--- config.mk ---
export PLATFORM = sky130hd
export DESIGN_NAME = ccds_host
export DESIGN_NICKNAME = d
export VERILOG_FILES = /design/src/inc/ccds_pkg.sv /design/src/core/ccds_host.sv
export SDC_FILE = /design/constraint.sdc
export NUM_CORES = 1
export LEC_CHECK = 0
export BUFFER_PORTS_ARGS = -buffer_cell sky130_fd_sc_hd__buf_4
export CAP_MARGIN = 20
export CORE_ASPECT_RATIO = 1.2
export CORE_UTILIZATION = 50
export CTS_CLUSTER_DIAMETER = 200
export CTS_CLUSTER_SIZE = 14
export DETAILED_ROUTE_END_ITERATION = 7
export GPL_TIMING_DRIVEN = 0
export PLACE_DENSITY = 0.79
export REMOVE_ABC_BUFFERS = 1
export SYNTH_ARGS = -nofsm -noshare
export SYNTH_HDL_FRONTEND = slang
export SYNTH_SLANG_ARGS = --single-unit
--- constraint.sdc ---
create_clock -name ref_clk_i -period 2.2 [get_ports ref_clk_i]
set_input_delay 0 -clock ref_clk_i [delete_from_list [all_inputs] [get_ports ref_clk_i]]
set_output_delay 0 -clock ref_clk_i [all_outputs]
set_load 0.02 [all_outputs]
--- src/inc/ccds_pkg.sv ---
// Functional notes
// latch open: internal address follows pins
// falling latch edge captures thirteen address bits
// single array: top bit picks half
// two banks: top address bit ignored
// config pin high two banks, low one
// lower select low enables lower lane
// upper select low enables upper lane
// chip enable low needed for any access
// one bank output enable low picks bank
// both or neither output enable: outputs float
// single array: output enables driven together
// single array: write enables driven together
// one enable may be tied low instead
// parity bit travels with each byte
// disabled or unselected: lanes float, no write
// read needs enable, select, one oe, no we
// two banks: write only the chosen bank
// both write enables low: write both banks
// writes ignore output enables
// chip enable may end a write
// unselected lanes and banks stay unchanged
package ccds_pkg;
    localparam int ADDR_W = 13;
    localparam int DATA_W = 16;
    localparam int PAR_W = 2;
    localparam int CLK_NS = 20;
    // minimum times in ns, rounded up to cycles
    localparam int ALE_NS = 10;
    localparam int ASETUP_NS = 6;
    localparam int AHOLD_NS = 5;
    localparam int WPULSE_NS = 25;
    localparam int RACC_NS = 35;
    localparam int HIZ_NS = 25;
    localparam int ALE_CYC = (ALE_NS + CLK_NS - 1) / CLK_NS;
    localparam int ASETUP_CYC = (ASETUP_NS + CLK_NS - 1) / CLK_NS;
    localparam int AHOLD_CYC = (AHOLD_NS + CLK_NS - 1) / CLK_NS;
    localparam int WPULSE_CYC = (WPULSE_NS + CLK_NS - 1) / CLK_NS;
    localparam int RACC_CYC = (RACC_NS + CLK_NS - 1) / CLK_NS;
    localparam int HIZ_CYC = (HIZ_NS + CLK_NS - 1) / CLK_NS;
    localparam logic [3:0] CNT_ONE = 4'h1;
    // read lanes pass two flops before capture
    localparam int SYNC_CYC = 2;

    typedef struct packed {
        logic write;
        logic [1:0] bank_sel;     // bit0 bank a, bit1 bank b
        logic [1:0] byte_sel;     // bit0 lower, bit1 upper
        logic [ADDR_W-1:0] word_address;
        logic [DATA_W-1:0] wdata;
        logic [PAR_W-1:0] wpar;
    } ccds_req_s;

    typedef struct packed {
        logic [DATA_W-1:0] rdata;
        logic [PAR_W-1:0] rpar;
    } ccds_rsp_s;

    typedef struct packed {
        logic addr_latch_open;
        logic [ADDR_W-1:0] word_address;
        logic chip_enable_n;
        logic lower_byte_select_n;
        logic upper_byte_select_n;
        logic bank_a_output_enable_n;
        logic bank_b_output_enable_n;
        logic bank_a_write_enable_n;
        logic bank_b_write_enable_n;
        logic dual_mode;
    } ccds_pins_s;
endpackage : ccds_pkg

--- src/core/ccds_host.sv ---
`timescale 1ns/10ps
module ccds_host (
    input wire logic ref_clk_i,
    input wire logic reset_i,
    input wire logic dual_mode_i,
    input wire logic req_valid_i,
    output logic req_ready_o,
    input wire ccds_pkg::ccds_req_s req_i,
    output logic rsp_valid_o,
    output ccds_pkg::ccds_rsp_s rsp_o,
    output ccds_pkg::ccds_pins_s pins_o,
    input wire logic [ccds_pkg::DATA_W-1:0] data_lanes_i,
    output logic [ccds_pkg::DATA_W-1:0] data_lanes_o,
    output logic data_lanes_oe_o,
    input wire logic [ccds_pkg::PAR_W-1:0] parity_lanes_i,
    output logic [ccds_pkg::PAR_W-1:0] parity_lanes_o,
    output logic parity_lanes_oe_o
);
    import ccds_pkg::*;

    typedef enum {ST_IDLE, ST_SETUP, ST_LATCH, ST_HOLD, ST_WRITE, ST_READ,
                  ST_TURN} ccds_state_e;

    ccds_state_e state_ff;
    logic [3:0] cnt_ff;
    ccds_req_s req_ff;
    ccds_pins_s pins_ff;
    logic drive_ff;
    logic [DATA_W-1:0] d_sync1_ff, d_sync2_ff;
    logic [PAR_W-1:0] p_sync1_ff, p_sync2_ff;
    ccds_rsp_s rsp_ff;
    logic rsp_valid_ff;

    function automatic logic [1:0] enables_n(input logic dual,
                                             input logic [1:0] sel);
        // single array: both enables move as one signal
        enables_n = dual ? ~sel : {2{~|sel}};
    endfunction : enables_n

    assign req_ready_o = (state_ff == ST_IDLE);
    assign pins_o = pins_ff;
    assign data_lanes_o = req_ff.wdata;
    assign parity_lanes_o = req_ff.wpar;
    assign data_lanes_oe_o = drive_ff;
    assign parity_lanes_oe_o = drive_ff;
    assign rsp_o = rsp_ff;
    assign rsp_valid_o = rsp_valid_ff;

    // read lanes pass two flops
    always_ff @(posedge ref_clk_i)
    begin
        d_sync1_ff <= data_lanes_i;
        d_sync2_ff <= d_sync1_ff;
        p_sync1_ff <= parity_lanes_i;
        p_sync2_ff <= p_sync1_ff;
    end

    // sequencer
    always_ff @(posedge ref_clk_i)
    begin
        if (reset_i)
        begin
            state_ff <= ST_IDLE;
            cnt_ff <= 4'h0;
            req_ff <= '0;
        end
        else
        begin
            cnt_ff <= (cnt_ff == 4'h0) ? 4'h0 : cnt_ff - CNT_ONE;
            unique case (state_ff)
                ST_IDLE:
                    if (req_valid_i)
                    begin
                        req_ff <= req_i;
                        state_ff <= ST_SETUP;
                        cnt_ff <= 4'(ASETUP_CYC + ALE_CYC);
                    end
                ST_SETUP:
                    if (cnt_ff == 4'h0)
                    begin
                        state_ff <= ST_LATCH;
                        cnt_ff <= 4'(AHOLD_CYC);
                    end
                ST_LATCH:
                    if (cnt_ff == 4'h0)
                    begin
                        state_ff <= req_ff.write ? ST_WRITE : ST_READ;
                        cnt_ff <= req_ff.write ? 4'(WPULSE_CYC)
                                               : 4'(RACC_CYC + SYNC_CYC);
                    end
                ST_WRITE:
                    if (cnt_ff == 4'h0)
                    begin
                        state_ff <= ST_TURN;
                        cnt_ff <= 4'(HIZ_CYC);
                    end
                ST_READ:
                    if (cnt_ff == 4'h0)
                    begin
                        state_ff <= ST_TURN;
                        cnt_ff <= 4'(HIZ_CYC);
                    end
                ST_TURN:
                    if (cnt_ff == 4'h0)
                        state_ff <= ST_IDLE;
                default:
                    state_ff <= ST_IDLE;
            endcase
        end
    end

    // pin drive
    always_ff @(posedge ref_clk_i)
    begin
        if (reset_i)
        begin
            pins_ff <= '0;
            pins_ff.addr_latch_open <= 1'b1;
            pins_ff.chip_enable_n <= 1'b1;
            pins_ff.lower_byte_select_n <= 1'b1;
            pins_ff.upper_byte_select_n <= 1'b1;
            pins_ff.bank_a_output_enable_n <= 1'b1;
            pins_ff.bank_b_output_enable_n <= 1'b1;
            pins_ff.bank_a_write_enable_n <= 1'b1;
            pins_ff.bank_b_write_enable_n <= 1'b1;
            drive_ff <= 1'b0;
        end
        else
        begin
            pins_ff.dual_mode <= dual_mode_i;
            unique case (state_ff)
                ST_IDLE:
                begin
                    pins_ff.addr_latch_open <= 1'b1;
                    if (req_valid_i)
                        pins_ff.word_address <= req_i.word_address;
                end
                ST_SETUP:
                    if (cnt_ff == 4'h0)
                        pins_ff.addr_latch_open <= 1'b0;
                ST_LATCH:
                    if (cnt_ff == 4'h0)
                    begin
                        pins_ff.chip_enable_n <= 1'b0;
                        pins_ff.lower_byte_select_n <= ~req_ff.byte_sel[0];
                        pins_ff.upper_byte_select_n <= ~req_ff.byte_sel[1];
                        if (req_ff.write)
                        begin
                            // output enables stay high during writes
                            {pins_ff.bank_b_write_enable_n,
                             pins_ff.bank_a_write_enable_n} <=
                                enables_n(pins_ff.dual_mode, req_ff.bank_sel);
                            drive_ff <= 1'b1;
                        end
                        else
                        begin
                            {pins_ff.bank_b_output_enable_n,
                             pins_ff.bank_a_output_enable_n} <=
                                pins_ff.dual_mode ?
                                (req_ff.bank_sel[1] ? 2'h1 : 2'h2) : 2'h0;
                        end
                    end
                ST_WRITE, ST_READ:
                    if (cnt_ff == 4'h0)
                    begin
                        // chip enable ends the cycle first
                        pins_ff.chip_enable_n <= 1'b1;
                        pins_ff.bank_a_output_enable_n <= 1'b1;
                        pins_ff.bank_b_output_enable_n <= 1'b1;
                    end
                ST_TURN:
                begin
                    pins_ff.bank_a_write_enable_n <= 1'b1;
                    pins_ff.bank_b_write_enable_n <= 1'b1;
                    pins_ff.lower_byte_select_n <= 1'b1;
                    pins_ff.upper_byte_select_n <= 1'b1;
                    drive_ff <= 1'b0;
                end
                default:
                    drive_ff <= 1'b0;
            endcase
        end
    end

    // read capture
    always_ff @(posedge ref_clk_i)
    begin
        if (reset_i)
        begin
            rsp_ff <= '0;
            rsp_valid_ff <= 1'b0;
        end
        else
        begin
            rsp_valid_ff <= (state_ff == ST_READ) && (cnt_ff == 4'h0);
            if ((state_ff == ST_READ) && (cnt_ff == 4'h0))
            begin
                // unselected lanes read as zero
                rsp_ff.rdata <= d_sync2_ff & {{8{req_ff.byte_sel[1]}},
                                              {8{req_ff.byte_sel[0]}}};
                rsp_ff.rpar <= p_sync2_ff & req_ff.byte_sel;
            end
        end
    end

    chk_single_oe_tied: assert property (@(posedge ref_clk_i)
        disable iff (reset_i) !pins_ff.dual_mode |->
        pins_ff.bank_a_output_enable_n == pins_ff.bank_b_output_enable_n)
        else $error("oe split in single mode");
    chk_dual_one_oe: assert property (@(posedge ref_clk_i)
        disable iff (reset_i) pins_ff.dual_mode |->
        !(!pins_ff.bank_a_output_enable_n && !pins_ff.bank_b_output_enable_n))
        else $error("both oe low in dual mode");
    chk_no_drive_read: assert property (@(posedge ref_clk_i)
        disable iff (reset_i) drive_ff |->
        pins_ff.bank_a_output_enable_n && pins_ff.bank_b_output_enable_n)
        else $error("drive while oe low");
    chk_latch_before_ce: assert property (@(posedge ref_clk_i)
        disable iff (reset_i) $fell(pins_ff.chip_enable_n) |->
        !pins_ff.addr_latch_open)
        else $error("access with open latch");
    chk_ce_ends_write: assert property (@(posedge ref_clk_i)
        disable iff (reset_i) $rose(pins_ff.chip_enable_n) && drive_ff |->
        !(pins_ff.bank_a_write_enable_n && pins_ff.bank_b_write_enable_n))
        else $error("write not chip-enable ended");
    chk_single_we_tied: assert property (@(posedge ref_clk_i)
        disable iff (reset_i) !pins_ff.dual_mode |->
        pins_ff.bank_a_write_enable_n == pins_ff.bank_b_write_enable_n)
        else $error("we split in single mode");
    chk_read_resp: assert property (@(posedge ref_clk_i)
        disable iff (reset_i) $fell(pins_ff.bank_a_output_enable_n) |->
        ##[1:8] rsp_valid_ff)
        else $error("read response late");
    chk_ready_idle: assert property (@(posedge ref_clk_i)
        disable iff (reset_i) req_ready_o |-> pins_ff.chip_enable_n)
        else $error("ready while enabled");
    cov_write: cover property (@(posedge ref_clk_i) $rose(drive_ff));
    cov_read: cover property (@(posedge ref_clk_i) rsp_valid_ff);
    cov_both: cover property (@(posedge ref_clk_i)
        !pins_ff.bank_a_write_enable_n && !pins_ff.bank_b_write_enable_n);
endmodule : ccds_host

# Yosys cells after proc, flatten, opt, wreduce, memory -nomap -nowiden
# Cells that the tools add are included.
dict set report op_classes {
  addsub 1
  n_eq_ne 13
  muxes 31
  n_bitwise 6
  n_reduce_logical 19
}
# cell count
set op_table {}
lappend op_table {{$mux W32} 5}
lappend op_table {{$pmux W32 S5} 1}
lappend op_table {{$eq A32 B3 Y1 const B} 3}
lappend op_table {{$logic_not A32 Y1} 2}
lappend op_table {{$eq A32 B1 Y1 const B} 1}
lappend op_table {{$eq A32 B2 Y1 const B} 1}
lappend op_table {{$eq A32 B4 Y1 const B} 1}
lappend op_table {{$mux W4} 5}
lappend op_table {{$and A16 B16 Y16} 1}
lappend op_table {{$pmux W4 S4} 1}
lappend op_table {{$mux W2} 6}
lappend op_table {{$ne A2 B2 Y1 const B} 6}
lappend op_table {{$pmux W2 S2} 3}
lappend op_table {{$reduce_and A3 Y1} 3}
lappend op_table {{$mux W7} 1}
lappend op_table {{$pmux W1 S2} 3}
lappend op_table {{$reduce_and A2 Y1} 3}
lappend op_table {{$reduce_bool A2 Y1} 3}
lappend op_table {{$mux W1} 5}
lappend op_table {{$reduce_and A5 Y1} 1}
lappend op_table {{$logic_not A4 Y1} 1}
lappend op_table {{$reduce_and A4 Y1} 1}
lappend op_table {{$reduce_or A2 Y1} 2}
lappend op_table {{$reduce_or A4 Y1} 1}
lappend op_table {{8 further kinds} 10}
dict set report totals {
  reg_bits 137
  out_inout_bits 62
  elab_cells 95
}

# Depth between registers and ports, before layout
# Gate-level depths: netlist of the first run.
dict set report logic_depth {
  depth_word 6
  ltp_mapped 7
}

# Worst setup path before layout of the first run
# OpenSTA, ideal clock, no wires.
dict set report synth_timing {
  path_kind {register -> register}
  from {register cnt_ff[0]}
  to {register rsp_ff, in the netlist rsp_o[0]}
  arrival_time_ns 1.471
  slack_ns 0.596
  path_stages_with_launch 8
  n_path_buf 2
  period_less_slack_ns 1.604
  path_cell_list {dfxtp_1 > inv_1 > ha_1 > or3b_1 > clkbuf_1 > clkbuf_1 > o21ai_0 > a21oi_1}
}
dict set report synth_via {
  elab_chain_len 2
}
# element line_no
set synth_rtl {}
lappend synth_rtl {{from (decl)} ccds_host.sv:25} ;# logic [3:0] cnt_ff;
lappend synth_rtl {{from (signal assigned)} ccds_host.sv:69} ;# cnt_ff <= (cnt_ff == 4'h0) ? 4'h0 : cnt_ff - CNT_ONE;
lappend synth_rtl {{from (signal assigned)} ccds_host.sv:76} ;# cnt_ff <= 4'(ASETUP_CYC + ALE_CYC);
lappend synth_rtl {{from (signal assigned)} ccds_host.sv:82} ;# cnt_ff <= 4'(AHOLD_CYC);
lappend synth_rtl {{$logic_not A4 Y1} ccds_host.sv:196} ;# if ((state_ff == ST_READ) && (cnt_ff == 4'h0))
lappend synth_rtl {{$logic_and A1 B1 Y1} ccds_host.sv:196}
lappend synth_rtl {{to (decl)} ccds_host.sv:31} ;# ccds_rsp_s rsp_ff;
# No other way between the ends.
# A chain may end at the register's enable or synchronous reset.

# Worst setup path after layout of the first run
dict set report layout_timing {
  from {register state_ff[2]}
  to {register rsp_ff, in the netlist rsp_o[5]}
}
dict set report layout_via {
  elab_chain_len 2
}
# element line_no
set layout_rtl {}
lappend layout_rtl {{from (decl)} ccds_host.sv:24} ;# ccds_state_e state_ff;
lappend layout_rtl {{from (signal assigned)} ccds_host.sv:87} ;# state_ff <= req_ff.write ? ST_WRITE : ST_READ;
lappend layout_rtl {{$eq A32 B4 Y1} ccds_host.sv:196}
lappend layout_rtl {{$logic_and A1 B1 Y1} ccds_host.sv:196}
# No other way between the ends.

==> run_results.csv, run 1 <==
group,metric,value,unit
global_route,grt_pass1_wl,14.7,mm
sta,period_share,0.954,
cts,root_buffer,"clkbuf_8",
floorplanning,ios,120,
floorplanning,std_cell_rows,33,
drt,drt-pass1-iter-count,4,
floorplanning,core_area,6980,sq um
worst_setup_path,cp.required,2.42,ns
drt,detail-route-antenna-nets,0,
hold_path,min_from,"reset_i",
sta,max_slew_margin,0.450,
placed_design,hpwl,5.48,mm
sta,setup_ws,0.100,ns
sta,worst_pin_slew,0.824,ns
global_route,grt_max_degree,70,
logic_synthesis,synth_warnings,0,
logic_synthesis,synth_cells,394,
logic_synthesis,synth_seq_cells,108,
global_route,grt_use_total,0.253,
finish,fin_util,0.753,
drt,routed.top_layer,"met4",
drt,route.detailed.drc,0,
worst_setup_path,crit_family,"flip-flops",
logic_synthesis,synthTopCellsByArea,"dfxtp_1, a21oi_1, nand2_1",
worst_setup_path,critPathLaunchType,"flop",
global_route,grt-ovfl-total,0,
finish,nFillCells,467,
logic_synthesis,synth_most_common_cell,"dfxtp_1",
sta,drv_slew,0,
drt,vias,3358,
drt,wl_met3,270,um
logic_synthesis,synth-edff-count,0,
floorplanning,die-area,7720,sq um
logic_synthesis,synth.top_cell.area_share,0.587,
drt,routed_wl,9.76,mm
logic_synthesis,synth_cell_type_count,37,
job,cap_violations,0,
cts,cts_sinks,108,
power,ir_drop,0.620,mV
placed_design,numPortBuffers,119,
drt,viasPerCell,5.32,
drt,met2WireLength,5.28,mm
finish,seqCellArea,2160,sq um
sta,min_period,2.10,ns
sta,grt_setup_unrepaired,"no",
finish,fin_nets,598,
worst_setup_path,cp_slowest_cell,"dfxtp_1",
worst_setup_path,ff2ff_setup_slack,0.10,ns
floorplanning,dieWidth,80.4,um
worst_setup_path,r2r-start,"state_ff[2]",
worst_setup_path,reg2reg_depth,3,
drt,routedWlPerCell,15.5,um
power,power_leakage,0.00221,uW
worst_setup_path,critPathCaptureType,"flop",
placed_design,placed_area,4460,sq um
floorplanning,die_h,96.0,um
sta,setup_viol,0,
cts,clk-insertion-delay-late,0.37,ns
hold_path,min_to,"data_lanes_o[11]",
logic_synthesis,synth_ff_type,"dfxtp_1",
drt,drtIter0Drc,183,
worst_setup_path,path_class,"reg2reg",
worst_setup_path,crit_start,"state_ff[2]",
logic_synthesis,synth_top_area_cell,"dfxtp_1",
cts,clk_pin_slew,0.11,ns
hold_path,hold_path_class,"in2reg",
global_route,first_global_vias,3220,
worst_setup_path,crit_chain,"nand3b_1 > o21ai_0 > a21oi_1",
cts,cts_inserted_buffers,9,
finish,final_design_area_no_fill,5250,sq um
logic_synthesis,ys_top_cells_by_count,"dfxtp_1, nand2_1, a21oi_1, o21ai_0, buf_4",
logic_synthesis,async_flop_share,0,
cts,cts_tree,"yes",
cts,clockBufferDepth,2,
logic_synthesis,syn_area,3680,sq um
power,power_density,1050,nW/um^2
worst_setup_path,arrival,2.32,ns
hold_path,worstHoldPathCells,2,
sta,max_freq,476,MHz
logic_synthesis,ys_seq_area_frac,0.587,
placed_design,gpl.final_weighted_congestion,0.743,
finish,drive_gt1_frac,0.273,
worst_setup_path,path_max_fanout,21,
placed_design,place_ws,0.0709,ns
finish,syn2layout_area_growth,42.5,%
worst_setup_path,cp_num_buf_inv,0,
run_status,outcome,"finished clean",
sta,hold_viol,0,
drt,wl_met1,3.78,mm
global_route,antenna_found_initial,0,
worst_setup_path,cpPeakStageDelay,0.76,ns
finish,multi_input_area,1240,sq um
floorplanning,start_util,0.528,
sta,skew,0.0138,ns
worst_setup_path,reg2reg_to,"rsp_o[5]",
cts,htreeDepth,3,
logic_synthesis,syn-mean-instance-area,9.35,sq um
power by group:
group	internal [uW]	leakage, uW	switching (uW)
logic	764	0.00121	1100
registers	2190	0.000891	234
clock network	479	0.000104	722
layout make-up:
type,count,area share
clock buffer,10,0.0262
tap,87,0.0207
multi-input combinational,233,0.236
sequential,108,0.412
antenna,1,0.000476
timing repair buffer,182,0.290
clock inverter,6,0.0124
inverter,4,0.00286
metal layers:
| metal | up-vias | GRT usage |
|---|---|---|
| met5 | - | 0 |
| met1 | 1614 | 0.274 |
| met3 | 36 | 0.0540 |
| met4 | 0 | 0.150 |
| met2 | 92 | 0.452 |
| li1 | 1616 | - |
placed cells by master, fill, tap and decap left out, types with 3 or more instances in the layout:
master / synthesis / routed
a21oi_1: 59 / 59
buf_4: 22 / 123
buf_6: 1 / 3
clkbuf_8: 0 / 10
dfxtp_1: 108 / 108
dlygate4sd3_1: 0 / 55
inv_1: 4 / 4
nand2_1: 77 / 77
nand4_1: 18 / 18
nor2_1: 7 / 7
nor3_1: 7 / 7
o21ai_0: 28 / 28
flip-flops by register name, summed over array words and instances (netlist names), 3 cells and up:
register	count
cnt_ff	4
d_sync1_ff	16
d_sync2_ff	16
data_lanes_o	16
pins_o	22
req_ff	5
rsp_o	18
state_ff	3
through the flow:
| step | power, uW | hold slack [ns] | std cells | TNS [ns] |
|---|---|---|---|---|
| final | 5490 | 0.177 | 631 | 0 |
| after global routing | 5780 | 0.195 | 630 | 0 |
| after CTS | 5420 | 0.0927 | 626 | 0 |
| after detailed placement | 4160 | 0.106 | 555 | 0 |
| after global placement | 3890 | 0.104 | 551 | -67.81 |
| after floorplan | 3390 | 0.0277 | 345 | -13.70 |
worst register-to-register path: cells and delay by family, from the launching register on:
family	cells	cell delay, ns
and+or+nand+nor	1	0.63
DFF	1	0.76
AOI/OAI and AO/OA	2	0.56
what timing repair did:
action	CTS	global route
buffers inserted	0	4
hold endpoints to repair	55	0
hold buffers	55	0
resized for setup	0	1
endpoints found under the setup margin	0	22
cells by family after synthesis:
| kind of cell | after synthesis | share of synthesized area |
|---|---|---|
| buf+inv | 53 | 0.0818 |
| fa+ha+maj | 2 | 0.00679 |
| mux | 2 | 0.00543 |
| simple gates | 129 | 0.170 |
| compound gates | 99 | 0.146 |
| xor+xnor | 1 | 0.00238 |
| flops | 108 | 0.587 |
worst max path at each step:
stage | to | slack (ns) | depth (start not counted)
after global routing | rsp_o[5] | 0.003 | 3
after detailed placement | pins_o[12] | 0.07 | 4
after floorplan | data_lanes_o[0] | -0.31 | 3
final | rsp_o[5] | 0.10 | 3
after global placement | data_lanes_o[3] | -1.34 | 3
after CTS | pins_o[12] | 0.05 | 4
No activity file was read; power rests on OpenSTA's default activity.
==> inputs of run 2 (changes only) <==
Settings changed: CELL_PAD_IN_SITES_DETAIL_PLACEMENT set to 1, CELL_PAD_IN_SITES_GLOBAL_PLACEMENT set to 1, CORE_UTILIZATION 50 to 37, PLACE_DENSITY 0.79 to not set, PLACE_DENSITY_LB_ADDON set to 0.1.
==> run_results.csv, run 2 (synthesis gave the netlist of run 1 again) <==
group,metric,value,unit
power,power.share.combinational,0.311,
finish,final-instance-count-excl-fill,663,
floorplanning,std_cell_rows,39,
finish,final_cell_mix,"buf_4, dfxtp_1, nand2_1",
worst_setup_path,reg2reg_to,"rsp_o[13]",
worst_setup_path,r2r-start,"state_ff[2]",
global_route,grt_max_degree,70,
sta,skew,0.00789,ns
drt,route.detailed.drc,0,
placed_design,dp.cells,591,
worst_setup_path,arrival,2.24,ns
hold_path,hold_path_class,"in2reg",
power,switching_share,0.354,
power,p_seq_frac,0.405,
finish,fin_nets,595,
floorplanning,start_util,0.383,
drt,vias,3311,
sta,max_slew_margin,0.493,
worst_setup_path,cp.required,2.47,ns
drt,drt-pass1-iter-count,4,
run_status,outcome,"finished clean",
finish,final_common_cell,"buf_4",
power,p_clk_frac,0.283,
global_route,grt_use_total,0.207,
power,fin_total_pwr,5990,uW
power,switchingPower,2120,uW
sta,max_freq,508,MHz
drt,routedWlPerCell,15.3,um
floorplanning,dieWidth,93.1,um
sta,drv_slew,0,
hold_path,worstHoldPathCells,4,
finish,n_antenna_cell,0,
global_route,first_global_vias,3564,
cts,root_buffer,"clkbuf_16",
drt,detail-route-antenna-nets,0,
power,p_int,3870,uW
floorplanning,die_h,111,um
cts,clockBufferDepth,2,
power,ir_drop,0.484,mV
cts,clk-insertion-delay-late,0.35,ns
finish,nFillCells,1097,
sta,grt_setup_unrepaired,"no",
floorplanning,ios,120,
sta,worst_pin_slew,0.760,ns
power,power_density,1110,nW/um^2
worst_setup_path,path_max_fanout,21,
cts,htreeDepth,3,
sta,period_share,0.895,
worst_setup_path,reg2reg_depth,3,
cts,cts_inserted_buffers,9,
cts,cts_tree,"yes",
sta,hold_viol,0,
global_route,grt_pass1_wl,16.9,mm
global_route,antenna_found_initial,0,
power,power_leakage,0.00225,uW
cts,cts_sinks,108,
placed_design,gpl.final_weighted_congestion,0.688,
placed_design,numPortBuffers,119,
placed_design,place_ws,0.0657,ns
finish,largest_reg_flops,22,
sta,setup_ws,0.231,ns
finish,syn2layout_area_growth,46.8,%
job,cap_violations,0,
floorplanning,core_area,9610,sq um
worst_setup_path,critPathLaunchType,"flop",
cts,clk_pin_slew,0.07,ns
placed_design,hpwl,6.25,mm
worst_setup_path,ff2ff_setup_slack,0.23,ns
hold_path,min_from,"req_valid_i",
drt,viasPerCell,4.99,
drt,routed_wl,10.2,mm
sta,setup_viol,0,
global_route,grt-ovfl-total,0,
floorplanning,die-area,10400,sq um
sta,min_period,1.97,ns
hold_path,min_to,"req_ff[31]",
finish,drive_gt1_frac,0.270,
drt,drtIter0Drc,64,
worst_setup_path,critPathCaptureType,"flop",
worst_setup_path,path_class,"reg2reg",
==> run 2: how the worst max path moves through the flow <==
stage | to | slack [ns] | cells past startpoint | from
after detailed placement | data_lanes_o[12] | 0.07 | 4 | state_ff[2]
after floorplan | data_lanes_o[0] | -0.31 | 3 | state_ff[2]
after global routing | rsp_o[4] | 0.03 | 6 | cnt_ff[0]
final | rsp_o[13] | 0.23 | 3 | state_ff[2]
after global placement | data_lanes_o[1] | -1.72 | 3 | state_ff[2]
after CTS | parity_lanes_o[1] | 0.04 | 4 | state_ff[2]
==> run 2: per-stage QoR <==
stage	instance area [sq um]	TNS, ns	utilization	hold WS [ns]
finish	5410	0	0.563	0.109
global route	5410	0	0.563	0.124
CTS	5400	0	0.562	0.0961
detailed placement	4530	0	0.471	0.106
global placement	4450	-85.74	0.462	0.105
floorplan	3400	-13.70	-	0.0277
==> run 2: per-layer routing <==
| metal | track usage | vias to the layer above | part of all wire | routed length [um] |
|---|---|---|---|---|
| li1 | - | 1612 | - | - |
| met1 | 0.229 | 1611 | 0.41 | 4120 |
| met2 | 0.373 | 75 | 0.53 | 5420 |
| met3 | 0.0453 | 13 | 0.044 | 444 |
| met4 | 0.0933 | 0 | 0.018 | 182 |
| met5 | 0 | - | 0 | 0 |
==> run 2: critical path, stage by stage (launching register included) <==
cell and delay [ns]:
dfxtp_1 0.78, and3b_1 0.74, nand4_1 0.19, a21oi_1 0.18
==> run 2: timing repair <==
| action | 4_1_cts | 5_1_grt |
|---|---|---|
| hold endpoints to repair | 55 | 0 |
| hold buffers | 55 | 0 |
| gates resized for setup | 0 | 2 |
| setup buffers | 0 | 1 |
| endpoints found under the setup margin | 0 | 20 |
==> run 2: area by class of cell <==
| type | instances | area [sq um] | share of cell area |
|---|---|---|---|
| flip-flops and latches | 108 | 2160 | 0.400 |
| repair buffers | 179 | 1520 | 0.281 |
| multi-input cells | 233 | 1240 | 0.229 |
| clock buffers | 9 | 225 | 0.0416 |
| well taps | 123 | 154 | 0.0284 |
| clock inverters | 7 | 95.1 | 0.0176 |
| inverters | 4 | 15.0 | 0.00278 |
==> run 2: power groups by stage <==
stage | sequential (uW) | clock (uW) | combinational (uW)
after floorplan | 2570 | 0 | 824
after global placement | 2430 | 0 | 1480
after detailed placement | 2470 | 0 | 1800
after CTS | 2430 | 1760 | 1890
after global routing | 2470 | 1840 | 2040
final | 2430 | 1700 | 1870
==> inputs of run 3 (changes only) <==
Settings changed: ABC_AREA set to 1, CORE_UTILIZATION 37 to 36.
==> run_results.csv, run 3 <==
group,metric,value,unit
logic_synthesis,synth_seq_cells,108,
cts,root_buffer,"clkbuf_16",
logic_synthesis,syn_area,3730,sq um
finish,largest_reg_flops,22,
worst_setup_path,critPathLaunchType,"flop",
finish,n_antenna_cell,0,
job,cap_violations,0,
drt,detail-route-antenna-nets,0,
cts,htreeDepth,3,
sta,min_period,1.89,ns
cts,cts_resized,0,
global_route,grt_use_total,0.186,
global_route,grt-ovfl-total,0,
cts,clockBufferDepth,2,
finish,drive_gt1_frac,0.264,
sta,setup_viol,0,
power,ir_drop,0.525,mV
placed_design,place_ws,0.280,ns
worst_setup_path,arrival,2.10,ns
sta,skew,0.00427,ns
sta,hold_viol,0,
logic_synthesis,synth-edff-count,0,
power,power_leakage,0.00233,uW
finish,final_cell_mix,"buf_4, dfxtp_1, nand2_1",
logic_synthesis,syn-mean-instance-area,8.89,sq um
placed_design,gpl.final_weighted_congestion,0.706,
global_route,grt_pass1_wl,15.6,mm
sta,worst_pin_slew,1.00,ns
worst_setup_path,path_max_fanout,40,
placed_design,numPortBuffers,119,
sta,max_freq,530,MHz
logic_synthesis,synth_cells,420,
finish,final_design_area_no_fill,5340,sq um
sta,max_slew_margin,0.331,
placed_design,placed_area,4510,sq um
logic_synthesis,ys_top_cells_by_count,"dfxtp_1, nand2_1, nand3_1, a21oi_1, buf_4",
floorplanning,dieWidth,95.0,um
sta,setup_tns,0,ns
drt,drt-pass1-iter-count,4,
finish,syn2layout_area_growth,43.1,%
cts,clk-insertion-delay-late,0.34,ns
floorplanning,core_area,10100,sq um
sta,drv_slew,0,
sta,grt_setup_unrepaired,"no",
floorplanning,die-area,10800,sq um
logic_synthesis,synth_ff_type,"dfxtp_1",
drt,routed_wl,9.66,mm
finish,final_common_cell,"buf_4",
power,power_density,1070,nW/um^2
logic_synthesis,synth.top_cell.area_share,0.579,
placed_design,dp.cells,624,
run_status,outcome,"finished clean",
drt,vias,3288,
drt,route.detailed.drc,0,
logic_synthesis,synthTopCellsByArea,"dfxtp_1, nand2_1, nand3_1",
finish,final-instance-count-excl-fill,695,
floorplanning,die_h,114,um
floorplanning,start_util,0.371,
drt,drtIter0Drc,93,
worst_setup_path,critPathCaptureType,"flop",
sta,setup_ws,0.314,ns
drt,routedWlPerCell,13.9,um
cts,cts_inserted_buffers,9,
cts,cts_sinks,108,
floorplanning,std_cell_rows,40,
logic_synthesis,synth_cell_type_count,27,
finish,fin_nets,624,
logic_synthesis,synth_most_common_cell,"dfxtp_1",
global_route,first_global_vias,3326,
logic_synthesis,ys_seq_area_frac,0.579,
global_route,grt_max_degree,41,
global_route,antenna_found_initial,0,
logic_synthesis,synth_top_area_cell,"dfxtp_1",
cts,clk_pin_slew,0.07,ns
floorplanning,ios,120,
cts,cts_tree,"yes",
hold_path,hold_path_class,"in2reg",
worst_setup_path,path_class,"reg2reg",
placed_design,hpwl,6.22,mm
logic_synthesis,synth_warnings,0,
sta,period_share,0.857,
logic_synthesis,async_flop_share,0,
drt,viasPerCell,4.73,
worst_setup_path,cp.required,2.42,ns
[run 3: timing repair]
item	CTS	global route
endpoints found under the hold margin	55	0
hold buffers	55	0
buffers inserted	0	0
[run 3: critical path: stages, from the launching register on]
cell	delay [ns]
dfxtp_1	0.38
nor2_1	0.19
nand2_2	0.11
inv_4	0.32
nand2_4	0.37
o21ai_0	0.30
a21oi_1	0.06
[run 3: cells by family after synthesis]
family	count (synthesis)	share of synthesized area
adders and majority gates	2	0.00670
DFF	108	0.579
xor gates and xnor gates	1	0.00235
buffers and inverters	62	0.0959
AOI/OAI and AO/OA	71	0.102
and+or+nand+nor	176	0.214
[run 3: final timing paths]
check / from / to / slack (ns) / cells past startpoint
worst min-delay path: reset_i / pins_o[0] / 0.07 / 2
worst max-delay path: state_ff[2] / req_ff[35] / 0.31 / 6
worst min register to register: p_sync1_ff[0] / p_sync2_ff[0] / 0.33 / 0
worst max register to register: state_ff[2] / req_ff[35] / 0.31 / 6
[run 3: layout make-up]
class                           instances  area, sq um
Clock buffer                           11          243
Clock inverter                          5         42.5
Fill cell                            1158         4720
Inverter                               21         81.3
Multi-Input combinational cell        250         1210
Sequential cell                       108         2160
Tap cell                              126          158
Timing Repair Buffer                  174         1440
[run 3: report_power, final]
group / internal (uW) / switching (uW) / total, uW
Combinational: 655 / 1100 / 1760
Sequential: 2210 / 181 / 2390
Clock: 817 / 735 / 1550
Total: 3680 / 2020 / 5700
[run 3: per-layer routing]
layer | vias up | wire (um) | GRT usage | part of all wire
met5 | - | 0 | 0 | 0
met4 | 0 | 192 | 0.0758 | 0.020
met3 | 13 | 538 | 0.0580 | 0.056
met2 | 66 | 4930 | 0.324 | 0.51
met1 | 1566 | 3990 | 0.208 | 0.41
li1 | 1643 | - | - | -
[run 3: stage by stage]
step / hold WS (ns) / utilization / power (uW)
5_1_grt: 0.0926 / 0.531 / 6050
4_1_cts: 0.0612 / 0.531 / 5780
6_report: 0.0703 / 0.531 / 5700
2_1_floorplan: 0.0277 / - / 3470
3_5_place_dp: 0.106 / 0.448 / 4140
3_3_place_gp: 0.105 / 0.448 / 4070
